[src/core/adcsp_map.vh]
// constants of the serial output port of the measurement converter
// Summary of operation
// RULE_01: three-level mode pin picks port mode
// RULE_02: filter cycle 1024 clocks, starts at ready fall
// RULE_03: self-clocked idle: ready high at 1020, four cycles
// RULE_04: self-clocked polls at 76, then every 128
// RULE_05: host sets select low three clocks before poll
// RULE_06: poll low sends word msb first, clk/4
// RULE_07: host holds select low whole transfer
// RULE_08: select high: finish bit, float on clock low
// RULE_09: transfer done: ready rises, outputs float
// RULE_10: eighth window transfer postpones port reload
// RULE_11: external mode reloads every 1024, same ready timing
// RULE_12: external select seen at once except high interval
// RULE_13: external clock fall shifts next bit, then done
// RULE_14: host delays first clock rise after select
// RULE_15: external busy: no reload, ready stays low
// RULE_16: select high floats; unread kept until reload
// RULE_17: async mode sends two eleven-bit frames
// RULE_18: msb byte first, lsb after start bit
// RULE_19: async starts on clock fall latching select low
// RULE_20: select high ends frame after second stop
// RULE_21: host re-lowers select before ready rises
// RULE_22: select held low: reload after all 22 bits
// RULE_23: data changes on shift clock falling edge
// RULE_24: outputs float whenever no transfer active
`ifndef ADCSP_MAP_VH
`define ADCSP_MAP_VH
`define ADCSP_CYCLE 11'd1024
`define ADCSP_RDY_HIGH 11'd1020
`define ADCSP_POLL_FIRST 11'd75
`define ADCSP_POLL_STEP 11'd128
`define ADCSP_POLL_COUNT 4'd8
`define ADCSP_MODE_SELF 2'd0
`define ADCSP_MODE_EXT 2'd1
`define ADCSP_MODE_ASYNC 2'd2
`define ADCSP_FRAME_BITS 4'd11
`endif

[src/core/adcsp_fifo.v]
// the word fifo module is kept beside the port logic in adcsp_port.v

[src/core/adcsp_port.v]
// serial output port: self-clocked, external-clocked and async character modes
`timescale 1ns/1ns
`include "adcsp_map.vh"
module adcsp_port #(
   parameter WIDTH = 20, // 16 or 20 bit word
   parameter DEPTH = 8
) (
   input wire i_clk, // master clock
   input wire i_nrst, // async reset, low
   input wire i_mode_pos, // mode pin at positive digital supply
   input wire i_mode_neg, // mode pin at negative digital supply
   input wire [WIDTH-1:0] i_word, // conversion word from filter
   input wire i_word_valid, // conversion word valid
   output wire o_word_ready, // fifo can take a word
   input wire i_sel_n, // port select pin, low active
   input wire i_sclk, // shift clock pin (external/async modes)
   output reg o_sclk, // shift clock driven in self-clocked mode
   output reg o_sclk_oe, // shift clock drive enable
   output reg o_serial_data_out, // serial data
   output reg o_serial_data_oe, // serial data drive enable
   output reg o_word_ready_n // word ready strobe, low active
);
   localparam ST_IDLE = 2'd0;
   localparam ST_SHIFT = 2'd1;
   localparam ST_FRAME = 2'd2;
   localparam ST_HOLD = 2'd3;
   wire [31:0] msb_full = WIDTH - 1;
   wire [4:0] msb_idx = msb_full[4:0];
   reg [1:0] sel_s1_reg, sel_s2_reg;
   reg [1:0] mode_s1_reg, mode_s2_reg;
   reg [1:0] clk_s1_reg, clk_s2_reg;
   reg sclk_prev_reg;
   wire sel_low = !sel_s2_reg[0];
   wire sclk_lvl = clk_s2_reg[0];
   wire sclk_fall = sclk_prev_reg && !sclk_lvl;
   reg [1:0] mode_reg;
   reg [10:0] cyc_reg;
   reg [WIDTH-1:0] port_reg;
   reg [1:0] state_reg;
   reg [4:0] bit_reg;
   reg [1:0] div_reg;
   reg [3:0] fbit_reg;
   reg frame2_reg;
   reg pend_reg;
   reg post_reg;
   reg [7:0] sel_hist_reg;
   wire fifo_valid;
   wire [WIDTH-1:0] fifo_data;
   wire reload_t;
   adcsp_fifo #(.WIDTH(WIDTH), .DEPTH(DEPTH), .AW(3)) u_fifo (
      .i_clk(i_clk),
      .i_nrst(i_nrst),
      .i_valid(i_word_valid),
      .o_ready(o_word_ready),
      .i_data(i_word),
      .o_valid(fifo_valid),
      .i_ready(reload_t),
      .o_data(fifo_data)
   );
   // one bit of the held word, picked by index
   function pick_bit;
      input [WIDTH-1:0] w;
      input [4:0] idx;
      begin
         pick_bit = w[idx];
      end
   endfunction
   wire at_poll = (cyc_reg >= `ADCSP_POLL_FIRST) && (cyc_reg[6:0] == `ADCSP_POLL_FIRST % 128);
   wire [10:0] poll_off = cyc_reg - `ADCSP_POLL_FIRST;
   wire [2:0] poll_idx = poll_off[9:7];
   wire busy = (state_reg != ST_IDLE);
   // reload instant: end of the four-cycle high interval, not while a transfer holds data
   wire at_end = (cyc_reg == `ADCSP_CYCLE - 11'd1);
   // deselected external transfer keeps its bits only until the next update
   wire ext_free = (mode_reg == `ADCSP_MODE_EXT) && (state_reg == ST_IDLE) && !sel_low; // RULE_16
   wire blocked = busy || (pend_reg && !ext_free) || post_reg; // RULE_15 RULE_22
   assign reload_t = at_end && !blocked && fifo_valid;
   wire high_win = (cyc_reg >= `ADCSP_RDY_HIGH);
   // port select held low three master clocks before the poll
   wire sel_setup = (sel_hist_reg[2:0] == 3'b000); // RULE_05
   always @(posedge i_clk or negedge i_nrst) begin
      if (!i_nrst) begin
         sel_s1_reg <= 2'b11;
         sel_s2_reg <= 2'b11;
         clk_s1_reg <= 2'b00;
         clk_s2_reg <= 2'b00;
         sclk_prev_reg <= 1'b0;
         sel_hist_reg <= 8'hff;
         mode_s1_reg <= 2'b00;
         mode_s2_reg <= 2'b00;
      end else begin
         mode_s1_reg <= {i_mode_pos, i_mode_neg};
         mode_s2_reg <= mode_s1_reg;
         sel_s1_reg <= {1'b1, i_sel_n};
         sel_s2_reg <= sel_s1_reg;
         clk_s1_reg <= {1'b0, i_sclk};
         clk_s2_reg <= clk_s1_reg;
         sclk_prev_reg <= sclk_lvl;
         sel_hist_reg <= {sel_hist_reg[6:0], sel_s2_reg[0]};
      end
   end
   always @(posedge i_clk or negedge i_nrst) begin
      if (!i_nrst) begin
         mode_reg <= `ADCSP_MODE_EXT;
         cyc_reg <= 11'd0;
         port_reg <= {WIDTH{1'b0}};
         state_reg <= ST_IDLE;
         bit_reg <= 5'd0;
         div_reg <= 2'd0;
         fbit_reg <= 4'd0;
         frame2_reg <= 1'b0;
         pend_reg <= 1'b0;
         post_reg <= 1'b0;
         o_sclk <= 1'b0;
         o_sclk_oe <= 1'b0;
         o_serial_data_out <= 1'b0;
         o_serial_data_oe <= 1'b0; // RULE_24
         o_word_ready_n <= 1'b1;
      end else begin
         // mode pin levels are static straps, taken at a cycle wrap when no transfer is active
         if (cyc_reg == 11'd0 && !busy)
            mode_reg <= mode_s2_reg[1] ? `ADCSP_MODE_SELF : (mode_s2_reg[0] ? `ADCSP_MODE_ASYNC : `ADCSP_MODE_EXT); // RULE_01
         // filter cycle counter, ready falls at count zero
         cyc_reg <= at_end ? 11'd0 : cyc_reg + 11'd1; // RULE_02
         if (at_end && !blocked) begin
            if (reload_t)
               port_reg <= fifo_data; // RULE_11
            pend_reg <= 1'b0; // RULE_16
            o_word_ready_n <= 1'b0;
         end else if (cyc_reg == `ADCSP_RDY_HIGH - 11'd1 && !blocked && !(state_reg == ST_HOLD)) begin
            o_word_ready_n <= 1'b1; // RULE_03 RULE_11 RULE_19
         end
         if (at_end)
            post_reg <= 1'b0;
         case (state_reg)
            ST_IDLE: begin
               o_serial_data_oe <= 1'b0; // RULE_24
               o_sclk_oe <= 1'b0;
               frame2_reg <= 1'b0;
               if (mode_reg == `ADCSP_MODE_SELF) begin
                  if (at_poll && sel_low && sel_setup && !o_word_ready_n) begin // RULE_04
                     state_reg <= ST_SHIFT;
                     bit_reg <= msb_idx;
                     div_reg <= 2'd0;
                     o_sclk_oe <= 1'b1;
                     o_sclk <= 1'b0;
                     o_serial_data_oe <= 1'b1;
                     o_serial_data_out <= pick_bit(port_reg, msb_idx); // RULE_06
                     pend_reg <= 1'b1;
                     if (poll_idx == 3'd7)
                        post_reg <= 1'b1; // RULE_10
                  end
               end else if (mode_reg == `ADCSP_MODE_EXT) begin
                  if (sel_low && !high_win && !o_word_ready_n) begin // RULE_12
                     state_reg <= ST_SHIFT;
                     o_serial_data_oe <= 1'b1;
                     o_serial_data_out <= pick_bit(port_reg, bit_reg);
                     if (!pend_reg) begin
                        bit_reg <= msb_idx;
                        o_serial_data_out <= pick_bit(port_reg, msb_idx);
                     end
                     pend_reg <= 1'b1;
                  end
               end else begin
                  if (sclk_fall && sel_low && !o_word_ready_n && !high_win) begin // RULE_19
                     state_reg <= ST_FRAME;
                     fbit_reg <= 4'd0;
                     o_serial_data_oe <= 1'b1;
                     o_serial_data_out <= 1'b0;
                     pend_reg <= 1'b1;
                  end else if (pend_reg && frame2_reg == 1'b0 && sel_low && !high_win) begin
                     state_reg <= ST_FRAME; // RULE_21
                  end
               end
            end
            ST_SHIFT: begin
               if (mode_reg == `ADCSP_MODE_SELF) begin
                  div_reg <= div_reg + 2'd1;
                  if (div_reg == 2'd1)
                     o_sclk <= 1'b1;
                  if (div_reg == 2'd3) begin
                     o_sclk <= 1'b0;
                     if (bit_reg == 5'd0 || !sel_low) begin // RULE_08 RULE_07
                        state_reg <= ST_IDLE;
                        o_sclk_oe <= 1'b0;
                        o_serial_data_oe <= 1'b0;
                        pend_reg <= 1'b0;
                        if (bit_reg == 5'd0)
                           o_word_ready_n <= 1'b1; // RULE_09
                     end else begin
                        bit_reg <= bit_reg - 5'd1;
                        o_serial_data_out <= port_reg[bit_reg-5'd1]; // RULE_23
                     end
                  end
               end else begin
                  if (!sel_low) begin
                     state_reg <= ST_IDLE;
                     o_serial_data_oe <= 1'b0; // RULE_16
                     if (at_end || high_win)
                        pend_reg <= 1'b0;
                  end else if (sclk_fall) begin // RULE_13 RULE_23
                     if (bit_reg == 5'd0) begin
                        state_reg <= ST_IDLE;
                        o_serial_data_oe <= 1'b0;
                        pend_reg <= 1'b0;
                        o_word_ready_n <= 1'b1;
                     end else begin
                        bit_reg <= bit_reg - 5'd1;
                        o_serial_data_out <= port_reg[bit_reg-5'd1];
                     end
                  end
               end
            end
            ST_FRAME: begin
               o_serial_data_oe <= 1'b1;
               if (sclk_fall) begin // RULE_17 RULE_23
                  fbit_reg <= fbit_reg + 4'd1;
                  if (fbit_reg < 4'd8)
                     o_serial_data_out <= port_reg[{~frame2_reg, fbit_reg[2:0]}]; // RULE_18
                  else
                     o_serial_data_out <= 1'b1;
                  if (fbit_reg == `ADCSP_FRAME_BITS - 4'd1) begin // RULE_20
                     fbit_reg <= 4'd0;
                     if (frame2_reg) begin
                        state_reg <= ST_IDLE;
                        o_serial_data_oe <= 1'b0;
                        pend_reg <= 1'b0; // RULE_22
                        o_word_ready_n <= 1'b1;
                     end else begin
                        frame2_reg <= 1'b1;
                        if (sel_low)
                           o_serial_data_out <= 1'b0;
                        else begin
                           state_reg <= ST_HOLD;
                           o_serial_data_oe <= 1'b0;
                        end
                     end
                  end
               end
            end
            default: begin
               o_serial_data_oe <= 1'b0;
               if (sel_low) begin
                  state_reg <= ST_FRAME; // RULE_21
                  o_serial_data_oe <= 1'b1;
                  o_serial_data_out <= 1'b0;
               end else if (cyc_reg == `ADCSP_RDY_HIGH - 11'd1) begin
                  state_reg <= ST_IDLE;
                  pend_reg <= 1'b0;
                  o_word_ready_n <= 1'b1;
               end
            end
         endcase
      end
   end
endmodule // adcsp_port

// small valid/ready fifo feeding conversion words to the port
module adcsp_fifo #(
   parameter WIDTH = 20,
   parameter DEPTH = 8,
   parameter AW = 3
) (
   input wire i_clk, // clock
   input wire i_nrst, // async reset, low
   input wire i_valid, // write valid
   output wire o_ready, // not full, registered
   input wire [WIDTH-1:0] i_data, // write data
   output wire o_valid, // not empty
   input wire i_ready, // read accept
   output wire [WIDTH-1:0] o_data // head word
);
   reg [WIDTH-1:0] mem [0:DEPTH-1];
   reg [AW-1:0] wr_reg;
   reg [AW-1:0] rd_reg;
   reg [AW:0] cnt_reg;
   reg [AW:0] cnt_next;
   reg rdy_reg;
   wire do_wr = i_valid && rdy_reg;
   wire do_rd = i_ready && (cnt_reg != {(AW+1){1'b0}});
   // ready is a flop so the port's top-level output needs no logic after it
   assign o_ready = rdy_reg;
   assign o_valid = (cnt_reg != {(AW+1){1'b0}});
   assign o_data = mem[rd_reg];
   always @* begin
      cnt_next = cnt_reg;
      if (do_wr && !do_rd)
         cnt_next = cnt_reg + 1'b1;
      else if (do_rd && !do_wr)
         cnt_next = cnt_reg - 1'b1;
   end
   always @(posedge i_clk) begin
      if (do_wr)
         mem[wr_reg] <= i_data;
   end
   always @(posedge i_clk or negedge i_nrst) begin
      if (!i_nrst) begin
         wr_reg <= {AW{1'b0}};
         rd_reg <= {AW{1'b0}};
         cnt_reg <= {(AW+1){1'b0}};
         rdy_reg <= 1'b1;
      end else begin
         if (do_wr)
            wr_reg <= wr_reg + 1'b1;
         if (do_rd)
            rd_reg <= rd_reg + 1'b1;
         cnt_reg <= cnt_next;
         rdy_reg <= (cnt_next != DEPTH);
      end
   end
endmodule // adcsp_fifo

[config.mk]
export PLATFORM = sky130hd
export DESIGN_NAME = adcsp_port
export DESIGN_NICKNAME = d
export VERILOG_FILES = /design/src/core/adcsp_fifo.v /design/src/core/adcsp_port.v
export VERILOG_INCLUDE_DIRS = /design/src /design/src/core
export SDC_FILE = /design/constraint.sdc
export NUM_CORES = 1
export LEC_CHECK = 0
export ABC_AREA = 0
export BUFFER_PORTS_ARGS = -buffer_cell sky130_fd_sc_hd__buf_2
export CAP_MARGIN = 20
export CORE_UTILIZATION = 59
export DETAILED_ROUTE_END_ITERATION = 8
export PLACE_DENSITY = 0.85
export SYNTH_ARGS = -nofsm -noshare
export SYNTH_HDL_FRONTEND = slang
export SYNTH_SLANG_ARGS = --single-unit
[constraint.sdc]
create_clock -name i_clk -period 3.55 [get_ports i_clk]
set_input_delay 0 -clock i_clk [delete_from_list [all_inputs] [get_ports i_clk]]
set_output_delay 0 -clock i_clk [all_outputs]
set_load 0.01 [all_outputs]
==> results of run 1 <==
worst min-delay path by stage:
stage / endpoint / slack [ps] / cells after the start
2_1_floorplan: bit_reg[0]$_DFFE_PN0P_ / -300 / 0
3_5_place_dp: clk_s1_reg[0]$_DFF_PN0_ / 110 / 1
5_1_grt: mode_s1_reg[0]$_DFF_PN0_ / 110 / 2
4_1_cts: mode_s1_reg[0]$_DFF_PN0_ / 110 / 2
3_3_place_gp: sel_s1_reg[0]$_DFF_PN1_ / 110 / 1
6_report: mode_s1_reg[0]$_DFF_PN0_ / 130 / 2
cell type report:
type,count,area (um^2)
clock buffers,34,688
flip-flops and latches,237,6740
repair buffers,74,543
fillers,1127,5360
well taps,225,282
inverters,20,75.1
clock inverters,10,109
multi-input cells,414,3620
cells in the final DEF, fill, tap and decap left out, drive strengths merged, types with 26 or more instances in the layout:
cell type | netlist | final
dfrtp | 69 | 69
nand2 | 57 | 57
mux2i | 32 | 32
nor2 | 35 | 35
mux4 | 51 | 51
clkbuf | 24 | 34
buf | 17 | 48
dlygate4sd3 | 0 | 26
o21ai | 38 | 38
edfxtp | 160 | 160
metal layers:
| layer | global-route usage | vias up |
|---|---|---|
| li1 | - | 2877 |
| met1 | 0.315 | 3224 |
| met2 | 0.449 | 236 |
| met3 | 0.0418 | 65 |
| met4 | 0.110 | 0 |
| met5 | 0 | - |
stage by stage:
step	hold WS, ps	cells	power [uW]
floorplan	-296	712	4480
global placement	107	944	4830
detailed placement	109	944	4920
CTS	111	1014	7440
global route	114	1014	7710
finish	126	1014	7400
worst max-delay path, cell delays in order, from the launching register on:
cell      delay, ps
dfrtp_1         450
inv_1           130
ha_1            450
nor4b_2         390
a21boi_0        250
o21ai_1         120
a211oi_1        260
o211ai_1        180
mux2_1          350
cell families (layout without fill, tap and decap cells):
logic type,after synthesis,count (layout)
flops,237,237
simple gates,172,172
compound gates,122,122
mux,86,86
buf+inv,61,138
xor+xnor,19,19
fa+ha+maj,15,15
power by group:
| part | switching [uW] | total [uW] | internal (uW) |
|---|---|---|---|
| logic | 801 | 1310 | 513 |
| registers | 237 | 3590 | 3360 |
| clock network | 1050 | 2490 | 1440 |
repair_timing:
action / 4_1_cts / 5_1_grt
hold endpoints to repair: 234 / 0
hold buffers: 26 / 0
buffers inserted: 0 / 0
==> flow_summary.json, run 1 <==
{
  "syn_area_per_cell_um2": 14.9,
  "place_ws_ps": 941,
  "status": "finished, final reports clean",
  "first_iter_violations": 532,
  "drive_gt1_frac": 0.212,
  "synth_top_family_by_area": "multiplexers",
  "max_slew_margin": 0.346,
  "required_ps": 3940,
  "synthAdderAreaFrac": 0.0177,
  "ir_drop_v": 0.000530,
  "start_kind": "flop",
  "layout_setup_ws_ps": 867,
  "hold_start": "i_mode_neg",
  "clockRootBuffer": "clkbuf_16",
  "hpwlAfterDp_um": 13200,
  "fin_crit_sh": 0.756,
  "synth_area_um2": 10600,
  "synth_flop_cell": "edfxtp_1",
  "dr.pass1.iters": 5,
  "drv_slew": 0,
  "crit_path_start": "bit_reg[1]$_DFFE_PN0P_",
  "core_area_um2": 17400,
  "ant_nets": 0,
  "place_area_um2": 11000,
  "wl_met3_um": 1090,
  "crit_end": "state_reg[0]$_DFFE_PN0P_",
  "synth_top_cell_by_area": "edfxtp_1",
  "clock_latency_ps": 530,
  "synth_mux_area_frac": 0.142,
  "ios": 33,
  "grt_pass1_vias": 6692,
  "synth_common_cells": "edfxtp_1, dfrtp_1, nand2_1, mux4_2, nor2_1",
  "antenna_found_initial": 0,
  "ys.warnings.count": 0,
  "synth_cell_types": 76,
  "track_usage": 0.256,
  "drc_errors": 0,
  "synth-edff-count": 160,
  "grt-ovfl-total": 0,
  "final_core_util": 0.692,
  "largest_reg_flops": 160,
  "portBuffers": 32,
  "tritoncts": "yes",
  "synth-simple-area-share": 0.0864,
  "synth.top_cell.area_share": 0.454,
  "initial_core_util": 0.608,
  "antennaDiodeCount": 0,
  "maxCapViolCount": 0,
  "syn-instance-count": 712,
  "worstHoldPathType": "in2reg",
  "cts_resized": 0,
  "fp.dieW_um": 136,
  "arrival_ps": 3080,
  "dieHeight_um": 136,
  "reg2reg_slack_ps": 870,
  "power_leakage_uw": 0.00424,
  "clock_path_buffers": 3,
  "met1_length_um": 8830,
  "tightest_slew_ps": 980,
  "synth_xor_area_frac": 0.0164,
  "numCtsBuffers": 24,
  "synth-seq-cells": 237,
  "htreeDepth": 1,
  "timing.setup.tns_ps": 0,
  "crit_fanout": 13,
  "powerDensity_nw_per_um2": 614,
  "dieArea_um2": 18500,
  "grt_max_degree": 78,
  "fmax_mhz": 373,
  "rows": 48,
  "gp_congestion": 0.904,
  "synth_compound_area_frac": 0.0760,
  "grt_pass1_wl_um": 35400,
  "r2r_start": "bit_reg[1]$_DFFE_PN0P_",
  "via_per_inst": 6.31,
  "wl_per_cell_um": 21.9,
  "wl_met2_um": 11500,
  "routed_wl_um": 22200,
  "nets": 813,
  "clk_pin_slew_ps": 60,
  "synth_fp_nets": 754,
  "rsz0062_at_grt": "false",
  "finClkSkew_ps": 20.5,
  "ys_top_cells_by_area": "edfxtp_1, dfrtp_1, mux4_2",
  "ys_async_sr_fraction": 0.325,
  "clock_sinks": 237,
  "yosysMostFrequentCell": "edfxtp_1",
  "r2r_end": "state_reg[0]$_DFFE_PN0P_",
  "area_growth_pct": 13.9,
  "critPathKind": "reg2reg",
  "setup_viol": 0,
  "top_layer_used": "met4",
  "vias": 6402,
  "reg2reg_depth": 8,
  "yosysSeqAreaShare": 0.637,
  "hold_viol_final": 0,
  "final_area_um2": 12100,
  "endpoint_kind": "flop",
  "period_needed_ps": 2680
}
No activity file was read; power rests on OpenSTA's default activity.
==> run 2: changes to the inputs <==
==> constraint.sdc (replaced) <==
create_clock -name i_clk -period 2.7 [get_ports i_clk]
set_input_delay 0 -clock i_clk [delete_from_list [all_inputs] [get_ports i_clk]]
set_output_delay 0 -clock i_clk [all_outputs]
set_load 0.01 [all_outputs]
==> flow_summary.json, run 2 (synthesized netlist as in run 1, its figures left out) <==
{
  "status": "finished, final reports clean",
  "final_core_util": 0.699,
  "clock_latency_ps": 540,
  "crit_path_top_delay_cell": "dfstp_2",
  "critPathBufInv": 0,
  "fp.dieW_um": 136,
  "post-place-cells": 950,
  "rsz0062_at_grt": "false",
  "initial_core_util": 0.608,
  "start_kind": "flop",
  "clockRootBuffer": "clkbuf_16",
  "power_leakage_uw": 0.00430,
  "clk_pin_slew_ps": 60,
  "period_needed_ps": 2420,
  "ant_nets": 0,
  "crit_path_start": "sel_s2_reg[0]$_DFF_PN1_",
  "path_cells": "nand3b_1, a221oi_1, and2_1, o221ai_1, a32o_1, o2111ai_2",
  "hpwlAfterDp_um": 13600,
  "timing.hold.ws_ps": 122,
  "powerDensity_nw_per_um2": 828,
  "vias": 6484,
  "area_growth_pct": 15.0,
  "clock_path_buffers": 3,
  "grt_pass1_wl_um": 37000,
  "track_usage": 0.270,
  "routed_wl_um": 23800,
  "seq_area_um2": 6740,
  "multi_input_comb_area_um2": 3620,
  "drive_gt1_frac": 0.212,
  "grt_max_degree": 78,
  "worstHoldPathType": "in2reg",
  "post_cts_buffers": 0,
  "finClkSkew_ps": 22.0,
  "wl_per_cell_um": 23.4,
  "dieHeight_um": 136,
  "fin_crit_sh": 0.898,
  "clock_sinks": 237,
  "hold_start": "i_mode_neg",
  "htreeDepth": 1,
  "portBuffers": 32,
  "drv_slew": 0,
  "fmax_mhz": 412,
  "hold_viol_final": 0,
  "antenna_found_initial": 0,
  "drc_errors": 0,
  "ir_drop_v": 0.000800,
  "final_common_cell": "edfxtp_1",
  "final.fill_count": 1123,
  "endpoint_kind": "flop",
  "cts_resized": 0,
  "required_ps": 3140,
  "gp_congestion": 0.884,
  "critical_path.top_delay_family": "compound AO/OA/AOI/OAI gates",
  "rows": 48,
  "arrival_ps": 2870,
  "largest_reg_flops": 160,
  "final_cell_mix": "edfxtp_1, dfrtp_1, nand2_1",
  "setup_viol": 0,
  "critPathKind": "reg2reg",
  "tritoncts": "yes",
  "max_slew_margin": 0.354,
  "crit_fanout": 14,
  "ios": 33,
  "tightest_slew_ps": 969,
  "grt_pass1_vias": 6729,
  "dr.pass1.iters": 5,
  "r2r_start": "sel_s2_reg[0]$_DFF_PN1_",
  "cts_hold_buf": 26,
  "core_area_um2": 17400,
  "via_per_inst": 6.36,
  "maxCapViolCount": 0,
  "instances_no_fill": 1019,
  "antennaDiodeCount": 0,
  "max_stage_delay_ps": 710,
  "first_iter_violations": 471,
  "grt-ovfl-total": 0,
  "nets": 819,
  "dieArea_um2": 18500,
  "numCtsBuffers": 24
}
==> run 2: path summary, 6_finish.rpt <==
check                                               endpoint  slack, ps  depth (start not counted)
worst max-delay path                u_fifo.o_ready$_DFF_PN1_        280                          6
worst min-delay path                mode_s1_reg[0]$_DFF_PN0_        120                          2
worst max register to register      u_fifo.o_ready$_DFF_PN1_        280                          6
worst min register to register       clk_s2_reg[0]$_DFF_PN0_        350                          0
max in group asynchronous       u_fifo.rd_reg[0]$_DFFE_PN0P_       1840                          2
min in group asynchronous               cyc_reg[4]$_DFF_PN0_        160                          2
==> run 2: power breakdown <==
group / internal [uW] / switching (uW)
clock network: 2090 / 1420
registers: 4420 / 288
logic: 713 / 1140
total: 7220 / 2850
==> run 2: metrics by stage <==
stage          setup slack (ps)  total power, uW  area, um^2  TNS (ps)
2_1_floorplan             -6.39             5890       10600      -383
3_3_place_gp                455             6430       11100         0
3_5_place_dp                312             6540       11100         0
4_1_cts                     289            10100       12200         0
5_1_grt                    73.4            10400       12200         0
6_report                    276            10100       12200         0
==> run 2: metal layers <==
| metal | GRT usage | vias to the layer above | share of wire |
|---|---|---|---|
| met3 | 0.0384 | 67 | 0.050 |
| met2 | 0.467 | 256 | 0.52 |
| met1 | 0.342 | 3277 | 0.39 |
| met4 | 0.116 | 0 | 0.039 |
| li1 | - | 2884 | - |
| met5 | 0 | - | 0 |
==> run 2: worst register-to-register path, delay by kind of cell, from the launching register on <==
kind | cells | cell delay [ps]
AND/OR/NAND/NOR | 2 | 560
flip-flops | 1 | 710
AO/OA/AOI/OAI | 4 | 1080
==> run 2: area by class of cell <==
cell class                 count  share of cell area
clock inverter                11              0.0153
sequential                   237               0.554
timing repair buffer          80              0.0504
clock buffer                  32              0.0535
multi-input combinational    414               0.297
tap                          225              0.0231
inverter                      20             0.00617
